`src/verilog/ivp_pkg.sv`:
```
// Package: interrupt numbers, vector offsets, priority ranks and helper functions
package ivp_pkg;

    localparam int IVP_NUM_IRQS = 32;
    localparam int IVP_NUM_W = 5;
    localparam int IVP_ADDR_W = 24;
    localparam int IVP_RANK_W = 5;

    // Vector step in bytes, as a left shift
    localparam int IVP_VEC_SHIFT = 3;

    // Interrupt numbers with a named source, the high-group bounds and the unassigned number
    localparam logic [4:0] IVP_NUM_RESET = 5'h00;
    localparam logic [4:0] IVP_NUM_EXT_IRQ_A = 5'h02;
    localparam logic [4:0] IVP_NUM_EXT_IRQ_B = 5'h03;
    localparam logic [4:0] IVP_NUM_TIMER_AGG = 5'h04;
    localparam logic [4:0] IVP_NUM_SHARED_TX_P0 = 5'h05;
    localparam logic [4:0] IVP_NUM_SHARED_RX_P0 = 5'h07;
    localparam logic [4:0] IVP_NUM_SHARED_TX_P1 = 5'h09;
    localparam logic [4:0] IVP_NUM_SHARED_RX_P1 = 5'h0B;
    localparam logic [4:0] IVP_NUM_CONV_DONE = 5'h0D;
    localparam logic [4:0] IVP_NUM_HIGH_FIRST = 5'h10;
    localparam logic [4:0] IVP_NUM_WAKEUP_RTC = 5'h12;
    localparam logic [4:0] IVP_NUM_HIGH_LAST = 5'h17;
    localparam logic [4:0] IVP_NUM_NO_SOURCE = 5'h16;
    localparam logic [4:0] IVP_NUM_BUS_FAULT = 5'h18;
    localparam logic [4:0] IVP_NUM_DATA_LOGGING = 5'h19;
    localparam logic [4:0] IVP_NUM_RTOS = 5'h1A;

    // Relative vector offsets in bytes
    localparam logic [23:0] IVP_OFS_RESET = 24'h000000;
    localparam logic [23:0] IVP_OFS_EXT_IRQ_A = 24'h000010;
    localparam logic [23:0] IVP_OFS_EXT_IRQ_B = 24'h000018;
    localparam logic [23:0] IVP_OFS_SHARED_TX_P0 = 24'h000028;
    localparam logic [23:0] IVP_OFS_SHARED_RX_P0 = 24'h000038;
    localparam logic [23:0] IVP_OFS_SHARED_TX_P1 = 24'h000048;
    localparam logic [23:0] IVP_OFS_SHARED_RX_P1 = 24'h000058;
    localparam logic [23:0] IVP_OFS_CONV_DONE = 24'h000068;
    localparam logic [23:0] IVP_OFS_WAKEUP_RTC = 24'h000090;
    localparam logic [23:0] IVP_OFS_RTOS = 24'h0000D0;
    localparam logic [23:0] IVP_OFS_LAST = 24'h0000F8;

    // Named priority ranks
    localparam logic [4:0] IVP_RK_RESET = 5'h00;
    localparam logic [4:0] IVP_RK_EXT_IRQ_A = 5'h03;
    localparam logic [4:0] IVP_RK_EXT_IRQ_B = 5'h05;
    localparam logic [4:0] IVP_RK_SHARED_TX_P0 = 5'h07;
    localparam logic [4:0] IVP_RK_SHARED_RX_P0 = 5'h0A;
    localparam logic [4:0] IVP_RK_SHARED_TX_P1 = 5'h0D;
    localparam logic [4:0] IVP_RK_SHARED_RX_P1 = 5'h0F;
    localparam logic [4:0] IVP_RK_CONV_DONE = 5'h12;
    localparam logic [4:0] IVP_RK_WAKEUP_RTC = 5'h0C;
    localparam logic [4:0] IVP_RK_RTOS = 5'h1A;
    localparam logic [4:0] IVP_RK_NONE = 5'h1F;

    // Rank of each interrupt number, index is the number
    localparam logic [4:0] IVP_RANK [32] = '{
        IVP_RK_RESET,
        5'h01,
        IVP_RK_EXT_IRQ_A,
        IVP_RK_EXT_IRQ_B,
        5'h06,
        IVP_RK_SHARED_TX_P0,
        5'h09,
        IVP_RK_SHARED_RX_P0,
        5'h0B,
        IVP_RK_SHARED_TX_P1,
        5'h0E,
        IVP_RK_SHARED_RX_P1,
        5'h11,
        IVP_RK_CONV_DONE,
        5'h15,
        5'h16,
        5'h04,
        5'h08,
        IVP_RK_WAKEUP_RTC,
        5'h10,
        5'h13,
        5'h14,
        IVP_RK_NONE,
        5'h18,
        5'h02,
        5'h19,
        IVP_RK_RTOS,
        5'h0E,
        5'h0F,
        5'h10,
        5'h11,
        5'h12
    };

    // Numbers 16 to 23 use the high-group base
    function automatic logic ivp_is_high(input logic [4:0] n);
        return (n >= IVP_NUM_HIGH_FIRST) && (n <= IVP_NUM_HIGH_LAST);
    endfunction : ivp_is_high

    // Byte offset of a vector: eight bytes per number
    function automatic logic [23:0] ivp_offset(input logic [4:0] n);
        return {16'h0000, n, 3'h0};
    endfunction : ivp_offset

    // Absolute vector address
    function automatic logic [23:0] ivp_vector(input logic [4:0] n,
        input logic [23:0] lo, input logic [23:0] hi);
        return (ivp_is_high(n) ? hi : lo) + ivp_offset(n);
    endfunction : ivp_vector

endpackage : ivp_pkg

```
`src/verilog/ivp_rank_sel.sv`:
```
// Picks the candidate with the smallest priority rank
module ivp_rank_sel
    import ivp_pkg::*;
(
    // Candidates
    input wire logic [31:0] cand,
    // Winner
    output logic sel_any,
    output logic [4:0] sel_num,
    output logic [4:0] sel_rank
);

    always_comb
    begin
        sel_any = 1'b0;
        sel_num = 5'h00;
        sel_rank = IVP_RK_NONE;
        for (int i = 0; i < IVP_NUM_IRQS; i++)
        begin
            // Strict compare keeps the lower number on equal ranks
            if (cand[i] && (!sel_any || (IVP_RANK[i] < sel_rank)))
            begin
                sel_any = 1'b1;
                sel_num = 5'(i);
                sel_rank = IVP_RANK[i];
            end
        end
    end

endmodule : ivp_rank_sel

```
`src/verilog/ivp_map.sv`:
```
// Interrupt vector and priority mapper facing the processor core
// Function
// - Vector offset of interrupt n is eight bytes times n.
// - Each interrupt has a fixed priority rank from a table, 0 to 26, except number 22 at rank 31.
// - Numbers 0-15 and 24-31 add their offset to the low-group base.
// - Numbers 16-23 add their offset to the high-group base.
// - Reset is number 0, offset zero, rank 0.
// - External user interrupt A is number 2, offset 0x10, rank 3.
// - External user interrupt B is number 3, offset 0x18, rank 5.
// - Shared transmit port 0 is number 5, offset 0x28, rank 7.
// - Shared receive port 0 is number 7, offset 0x38, rank 10.
// - Shared transmit port 1 is number 9, offset 0x48, rank 13.
// - Shared receive port 1 is number 11, offset 0x58, rank 15.
// - Conversion done is number 13, offset 0x68, rank 18.
// - Wakeup or clock is number 18, offset 0x90, rank 12, high base.
// - Operating system interrupt is number 26, offset 0xD0, rank 26.
module ivp_map
    import ivp_pkg::*;
(
    // Clock and reset
    input wire logic clk,
    input wire logic nrst,
    input wire logic ce,
    // Interrupt sources
    input wire logic [31:0] hw_irq_req,
    input wire logic [31:0] irq_enable,
    // Software traps
    input wire logic sw_trap_valid,
    input wire logic [4:0] software_trap_number,
    // Vector base pointers
    input wire logic [23:0] vector_base_low_group,
    input wire logic [23:0] vector_base_high_group,
    // Core side
    output logic irq_valid,
    input wire logic irq_ack,
    output logic [4:0] irq_number,
    output logic [4:0] irq_rank,
    output logic [23:0] irq_vector_addr
);

    typedef enum logic {
        IVP_IDLE,
        IVP_OFFER
    } ivp_state_t;

    typedef struct packed {
        ivp_state_t st;
        logic [31:0] pend;
        logic [31:0] swp;
        logic [4:0] num;
        logic [4:0] rank;
        logic [23:0] vec;
    } ivp_regs_t;

    localparam logic [31:0] IVP_ONE = 32'h00000001;
    localparam logic [31:0] IVP_NO_SRC_MASK = IVP_ONE << IVP_NUM_NO_SOURCE;
    localparam logic [31:0] IVP_UNMASKABLE = IVP_ONE << IVP_NUM_RESET;

    ivp_regs_t r_q;
    ivp_regs_t r_d;
    logic [31:0] hw_set;
    logic [31:0] sw_set;
    logic [31:0] clr;
    logic [31:0] cand;
    logic sel_any;
    logic [4:0] sel_num;
    logic [4:0] sel_rank;
    logic take;

    // Hardware requests, number 22 dropped
    assign hw_set = hw_irq_req & ~IVP_NO_SRC_MASK;
    assign sw_set = sw_trap_valid ? (IVP_ONE << software_trap_number) : 32'h00000000;
    assign clr = (irq_valid && irq_ack) ? (IVP_ONE << r_q.num) : 32'h00000000;

    // Reset request cannot be masked; traps bypass the enables
    assign cand = (r_q.pend & (irq_enable | IVP_UNMASKABLE)) | r_q.swp;

    ivp_rank_sel u_sel (
        .cand(cand),
        .sel_any(sel_any),
        .sel_num(sel_num),
        .sel_rank(sel_rank)
    );

    assign take = ce && (r_q.st == IVP_IDLE) && sel_any;

    always_comb
    begin
        r_d = r_q;
        // Clear first so a new event in the same cycle survives
        r_d.pend = (r_q.pend & ~clr) | hw_set | sw_set;
        r_d.swp = (r_q.swp & ~clr) | sw_set;
        unique case (r_q.st)
            IVP_IDLE:
            begin
                if (sel_any)
                begin
                    r_d.st = IVP_OFFER;
                    r_d.num = sel_num;
                    r_d.rank = sel_rank;
                    r_d.vec = ivp_vector(sel_num, vector_base_low_group,
                        vector_base_high_group);
                end
            end
            IVP_OFFER:
            begin
                if (irq_ack)
                begin
                    r_d.st = IVP_IDLE;
                end
            end
        endcase
    end

    always_ff @(posedge clk or negedge nrst)
    begin
        if (!nrst)
        begin
            r_q <= '{st: IVP_IDLE, pend: 32'h00000000, swp: 32'h00000000,
                num: 5'h00, rank: 5'h00, vec: 24'h000000};
        end
        else if (ce)
        begin
            r_q <= r_d;
        end
    end

    assign irq_valid = (r_q.st == IVP_OFFER);
    assign irq_number = r_q.num;
    assign irq_rank = r_q.rank;
    assign irq_vector_addr = r_q.vec;

    // Checker helper: some candidate has a smaller rank than the winner
    logic outranked;
    always_comb
    begin
        outranked = 1'b0;
        for (int i = 0; i < IVP_NUM_IRQS; i++)
        begin
            if (cand[i] && (IVP_RANK[i] < sel_rank))
            begin
                outranked = 1'b1;
            end
        end
    end
endmodule : ivp_map

```
`config.mk`:
```
export PLATFORM = sky130hd
export DESIGN_NAME = ivp_map
export DESIGN_NICKNAME = d
export VERILOG_FILES = /design/src/verilog/ivp_pkg.sv /design/src/verilog/ivp_rank_sel.sv /design/src/verilog/ivp_map.sv
export SDC_FILE = /design/constraint.sdc
export NUM_CORES = 1
export LEC_CHECK = 0
export BUFFER_PORTS_ARGS = -buffer_cell sky130_fd_sc_hd__buf_4
export CELL_PAD_IN_SITES_DETAIL_PLACEMENT = 0
export CELL_PAD_IN_SITES_GLOBAL_PLACEMENT = 2
export CORE_MARGIN = 2
export CORE_UTILIZATION = 35
export DETAILED_ROUTE_END_ITERATION = 7
export PLACE_DENSITY = 0.95
export RECOVER_POWER = 50
export SLEW_MARGIN = 25
export SYNTH_ARGS = -nofsm -noshare
export SYNTH_HDL_FRONTEND = slang
export SYNTH_SLANG_ARGS = --single-unit
export TNS_END_PERCENT = 10
```
`constraint.sdc`:
```
create_clock -name clk -period 10 [get_ports clk]
set_input_delay 1 -clock clk [delete_from_list [all_inputs] [get_ports clk]]
set_output_delay 1 -clock clk [all_outputs]
set_load 0.01 [all_outputs]
```
==> results.md <==
* Worst-margin pin slew at 3160 ps
* Die Footprint at 20100 sq um
* Proportion of power drawn by combinational gates at 28.6%
* Final RePlAce weighted congestion at 0.864
* Critical path endpoint category: flip-flop
* I/O pin total at 157
* Ratio of final minimum period to clock period at 69.0%
* Clock latency on the worst-skew pair at 360 ps
* Mapped cell area at 6630 sq um
* Ranking of synthesized cells by area: sky130_fd_sc_hd__dfrtp_1 37%, sky130_fd_sc_hd__a21o_1 6.5%, sky130_fd_sc_hd__nand2_1 5.7%, sky130_fd_sc_hd__a221o_1 4.7%, sky130_fd_sc_hd__buf_4 3.8%
* Non-filler cells, final at 1105
* Cell Area, Placed at 7730 sq um
* Run status: finished with violations
* Net switching power at 0.000456 W
* H-tree levels at 3
* GRT Residual Overflow at 0
* Post-route DRC violation count at 0
* Clock edge transition at the registers on the reported setup and hold paths at 70 ps
* Syn Inst Count at 753
* Height of the chip at 142 microns
* Avg Inst Size Synth at 8.81 sq um
* Power density of the placed cells at 165 nW/um^2
* Count of final max-slew check failures at 102
* Wirelength per Cell at 18.9 microns
* Cell area after layout at 7930 sq um
* Site Rows at 50
* Part of the power in registers at 41.3%
* Number of nets in the layout at 994
* Nature of the critical path startpoint: primary input
* Unrepaired setup endpoints after global routing: no
* Portion of the post-synthesis area used by sequential elements at 37.4%
* Clock tree from TritonCTS: done
* Total half-perimeter wirelength after legalization and detailed placement at 16500 microns
* Number of buffers added by the clock tree synthesis step at 9
* Total Wirelength at 20900 microns
* DR vias/cell at 5.58
* Worst endpoint required time at 10220 ps
* Num Clock Sinks at 99
* Maximum root-to-sink buffer count at 2
* Overall die width at 142 microns
* Worst hold stages at 2
* Prevailing post-synth register cell: sky130_fd_sc_hd__dfrtp_1
* Cells resized by post-CTS repair at 0
* Number of vias in the routed layout at 6162
* Sequential Area at 2480 sq um
* Max-slew headroom at the worst pin at -111%
* Antenna violations before repair at 0
* Yosys warnings at 0
* Synth top area share at 37.4%
* Number of buffers inserted by port buffering at 154
* Endpoints failing setup at 0
* Final setup margin at 3100 ps
* Buffer cell driving the clock tree root: sky130_fd_sc_hd__clkbuf_16
* Met3 GRT Util at 3.95%
* Total of max-cap violations at 2
* Total Power Consumption at 0.00131 W
* Count leader, synth: sky130_fd_sc_hd__nand2_1
* Number of flops mapped to enable cells by yosys at 0
* Final Skew at 7.26 ps
* Pin count of the biggest net entering global routing at 60
* Critical path peak fanout at 26
* Leakage power at 3.42 nW
* Layout overhead on the synthesized area at 19.6%
* Ys async rst share at 100%
* Layout cells sized above 1 at 19.2%
* First-pass GRT wire length at 32700 microns
* Met1 usage at 28.6%
* Highest achievable clock rate at 0.145 GHz
* Worst reg2reg path depth at 24
* Number of iterations in the first detailed-routing pass at 6
* Diode insertion count for antenna repair at 0
* Total routing usage reported by global routing at 21.0%
* Classification of the worst setup path: primary input to flip-flop
* Met2 layer usage reported by global route at 34.5%
* Data arrival time at the worst-slack endpoint at 7120 ps
* Number of global-route vias before repair at 6010
* Minimum clock period at 6900 ps
* Layer with the highest usage after global routing: met2
* Number of endpoints with negative hold slack in the final report at 0
* Class of the most critical hold timing path: flip-flop to flip-flop
* Internal power consumption at 0.000853 W
* Filler Cell Count at 1909
* Top cell type by total area after synthesis: sky130_fd_sc_hd__dfrtp_1
* Total of hold buffers inserted after clock tree synthesis at 0
* Max VDD drop at 0.0772 mV
* Post-synthesis cell type count at 78
* Drt initial violations at 521
* Area of combinational cells with multiple inputs at 3750 sq um
* Flop and latch count out of synthesis at 99
* Fraction of power consumed by the clock network at 30.1%
* Fraction of power spent switching nets at 34.8%
* Floorplan Core Area at 18600 sq um
* Worst slack at placement at 2780 ps
* Final sum of negative setup slack at 0 ps
* Placed cell count at 1089
* Synth cell count leaders: 101 x sky130_fd_sc_hd__nand2_1, 99 x sky130_fd_sc_hd__dfrtp_1, 57 x sky130_fd_sc_hd__a21o_1, 57 x sky130_fd_sc_hd__nor2_1, 48 x sky130_fd_sc_hd__nand3_1
* Violated checks: capacitance limit, slew limit
* Final ANT Viol Nets at 0
* Initial core utilization at 35.6%
* Number of nets in the synthesized netlist at 881
* Post-CTS Setup Repair Bufs at 0
## path summary, 6_finish.rpt
check | end | from | slack (ps)
setup reg to reg | irq_vector_addr[20]$_DFFE_PN0P_ | r_q[71]$_DFFE_PN0P_ | 3430
min in group asynchronous | r_q[71]$_DFFE_PN0P_ | nrst | 1370
hold reg to reg | irq_vector_addr[4]$_DFFE_PN0P_ | irq_vector_addr[4]$_DFFE_PN0P_ | 480
hold / removal | irq_vector_addr[4]$_DFFE_PN0P_ | irq_vector_addr[4]$_DFFE_PN0P_ | 480
setup / recovery | irq_vector_addr[20]$_DFFE_PN0P_ | irq_enable[5] | 3100
max in group asynchronous | irq_number[0]$_DFFE_PN0P_ | nrst | 4690
## sequential cells by signal (all words and copies together) (netlist names)
register and flops:
irq_number 5, irq_rank 5, irq_valid 1, irq_vector_addr 24, r_q 64
## power by group through the flow
stage               Sequential (W)  Clock, W  Combinational, W
floorplan                 0.000524         0          0.000300
global placement          0.000545         0          0.000408
detailed placement        0.000549         0          0.000411
CTS                       0.000542  0.000402          0.000411
global route              0.000552  0.000418          0.000414
finish                    0.000541  0.000394          0.000375
## final cells by class
cell class | instances | area share (%)
multi-input cells | 592 | 47.3
clock inverters | 7 | 1.25
clock buffers | 9 | 2.84
flip-flops and latches | 99 | 31.2
well taps | 234 | 3.69
repair buffers | 157 | 13.3
inverters | 7 | 0.331
## worst max-delay path, stage by stage
cell and delay, ps:
sky130_fd_sc_hd__buf_4 110, sky130_fd_sc_hd__a21oi_1 450, sky130_fd_sc_hd__nand3_1 360, sky130_fd_sc_hd__or4_4 670, sky130_fd_sc_hd__nor4_4 400, sky130_fd_sc_hd__o21ai_2 130, sky130_fd_sc_hd__and2_1 200, sky130_fd_sc_hd__and3_2 210
sky130_fd_sc_hd__a22oi_1 240, sky130_fd_sc_hd__o21ai_1 120, sky130_fd_sc_hd__and3b_1 210, sky130_fd_sc_hd__buf_4 390, sky130_fd_sc_hd__mux2_2 420, sky130_fd_sc_hd__ha_1 280, sky130_fd_sc_hd__a21o_1 150, sky130_fd_sc_hd__a21oi_1 210
sky130_fd_sc_hd__nor2b_1 70, sky130_fd_sc_hd__o21ai_0 150, sky130_fd_sc_hd__nand2b_1 250, sky130_fd_sc_hd__and3_1 290, sky130_fd_sc_hd__and2_0 270, sky130_fd_sc_hd__nor2b_1 200, sky130_fd_sc_hd__xnor2_1 120, sky130_fd_sc_hd__mux2i_1 140
sky130_fd_sc_hd__o21ai_1 70
## stage by stage
stage               hold slack [ps]  util [%]
finish                          479      42.5
global route                    500      42.5
CTS                             482      43.2
detailed placement              466      41.5
global placement                460      41.5
floorplan                       444         -
## placed cells by master, fill, tap and decap left out, types with 3 or more instances in the layout
cell | Yosys | routed
sky130_fd_sc_hd__xnor2_1 | 27 | 27
sky130_fd_sc_hd__a31oi_1 | 5 | 5
sky130_fd_sc_hd__a21oi_1 | 47 | 47
sky130_fd_sc_hd__nor2b_1 | 11 | 11
sky130_fd_sc_hd__mux2_1 | 4 | 4
sky130_fd_sc_hd__nand4_1 | 11 | 11
sky130_fd_sc_hd__clkbuf_16 | 0 | 9
sky130_fd_sc_hd__or3_1 | 8 | 8
sky130_fd_sc_hd__xor2_1 | 3 | 3
sky130_fd_sc_hd__nor3_1 | 21 | 21
sky130_fd_sc_hd__o21bai_1 | 3 | 3
sky130_fd_sc_hd__clkbuf_1 | 16 | 33
sky130_fd_sc_hd__nor2_1 | 57 | 57
sky130_fd_sc_hd__a311oi_1 | 3 | 3
sky130_fd_sc_hd__and4_1 | 4 | 4
sky130_fd_sc_hd__mux2_2 | 6 | 6
sky130_fd_sc_hd__ha_1 | 5 | 5
sky130_fd_sc_hd__nand2_1 | 101 | 101
sky130_fd_sc_hd__mux2i_1 | 19 | 19
sky130_fd_sc_hd__a2111oi_0 | 3 | 3
sky130_fd_sc_hd__and2_1 | 3 | 3
sky130_fd_sc_hd__dfrtp_1 | 99 | 99
sky130_fd_sc_hd__o21ai_1 | 21 | 21
sky130_fd_sc_hd__a221o_1 | 31 | 31
sky130_fd_sc_hd__a2111o_1 | 3 | 3
sky130_fd_sc_hd__nor4_1 | 4 | 4
sky130_fd_sc_hd__a21o_1 | 57 | 57
sky130_fd_sc_hd__and3_1 | 9 | 9
sky130_fd_sc_hd__nand3_1 | 48 | 48
sky130_fd_sc_hd__o31ai_1 | 3 | 3
sky130_fd_sc_hd__or2_2 | 3 | 3
sky130_fd_sc_hd__inv_1 | 6 | 6
sky130_fd_sc_hd__buf_4 | 34 | 124
sky130_fd_sc_hd__o21ai_0 | 18 | 18
sky130_fd_sc_hd__nand2b_1 | 7 | 7
## cell families after synthesis
kind of cell | count (synthesis) | share of synthesized area [%]
muxes | 30 | 4.79
and+or+nand+nor | 305 | 22.5
DFF | 99 | 37.4
xor gates and xnor gates | 30 | 3.96
AOI/OAI and AO/OA | 221 | 24.1
adders and majority gates | 6 | 1.25
buffers and inverters | 62 | 6.04
## layer usage
metal	wire, microns	up-vias
li1	-	2973
met1	9600	2978
met2	9850	191
met3	1100	20
met4	311	0
met5	0	-
(Power assumes the default switching activity.)
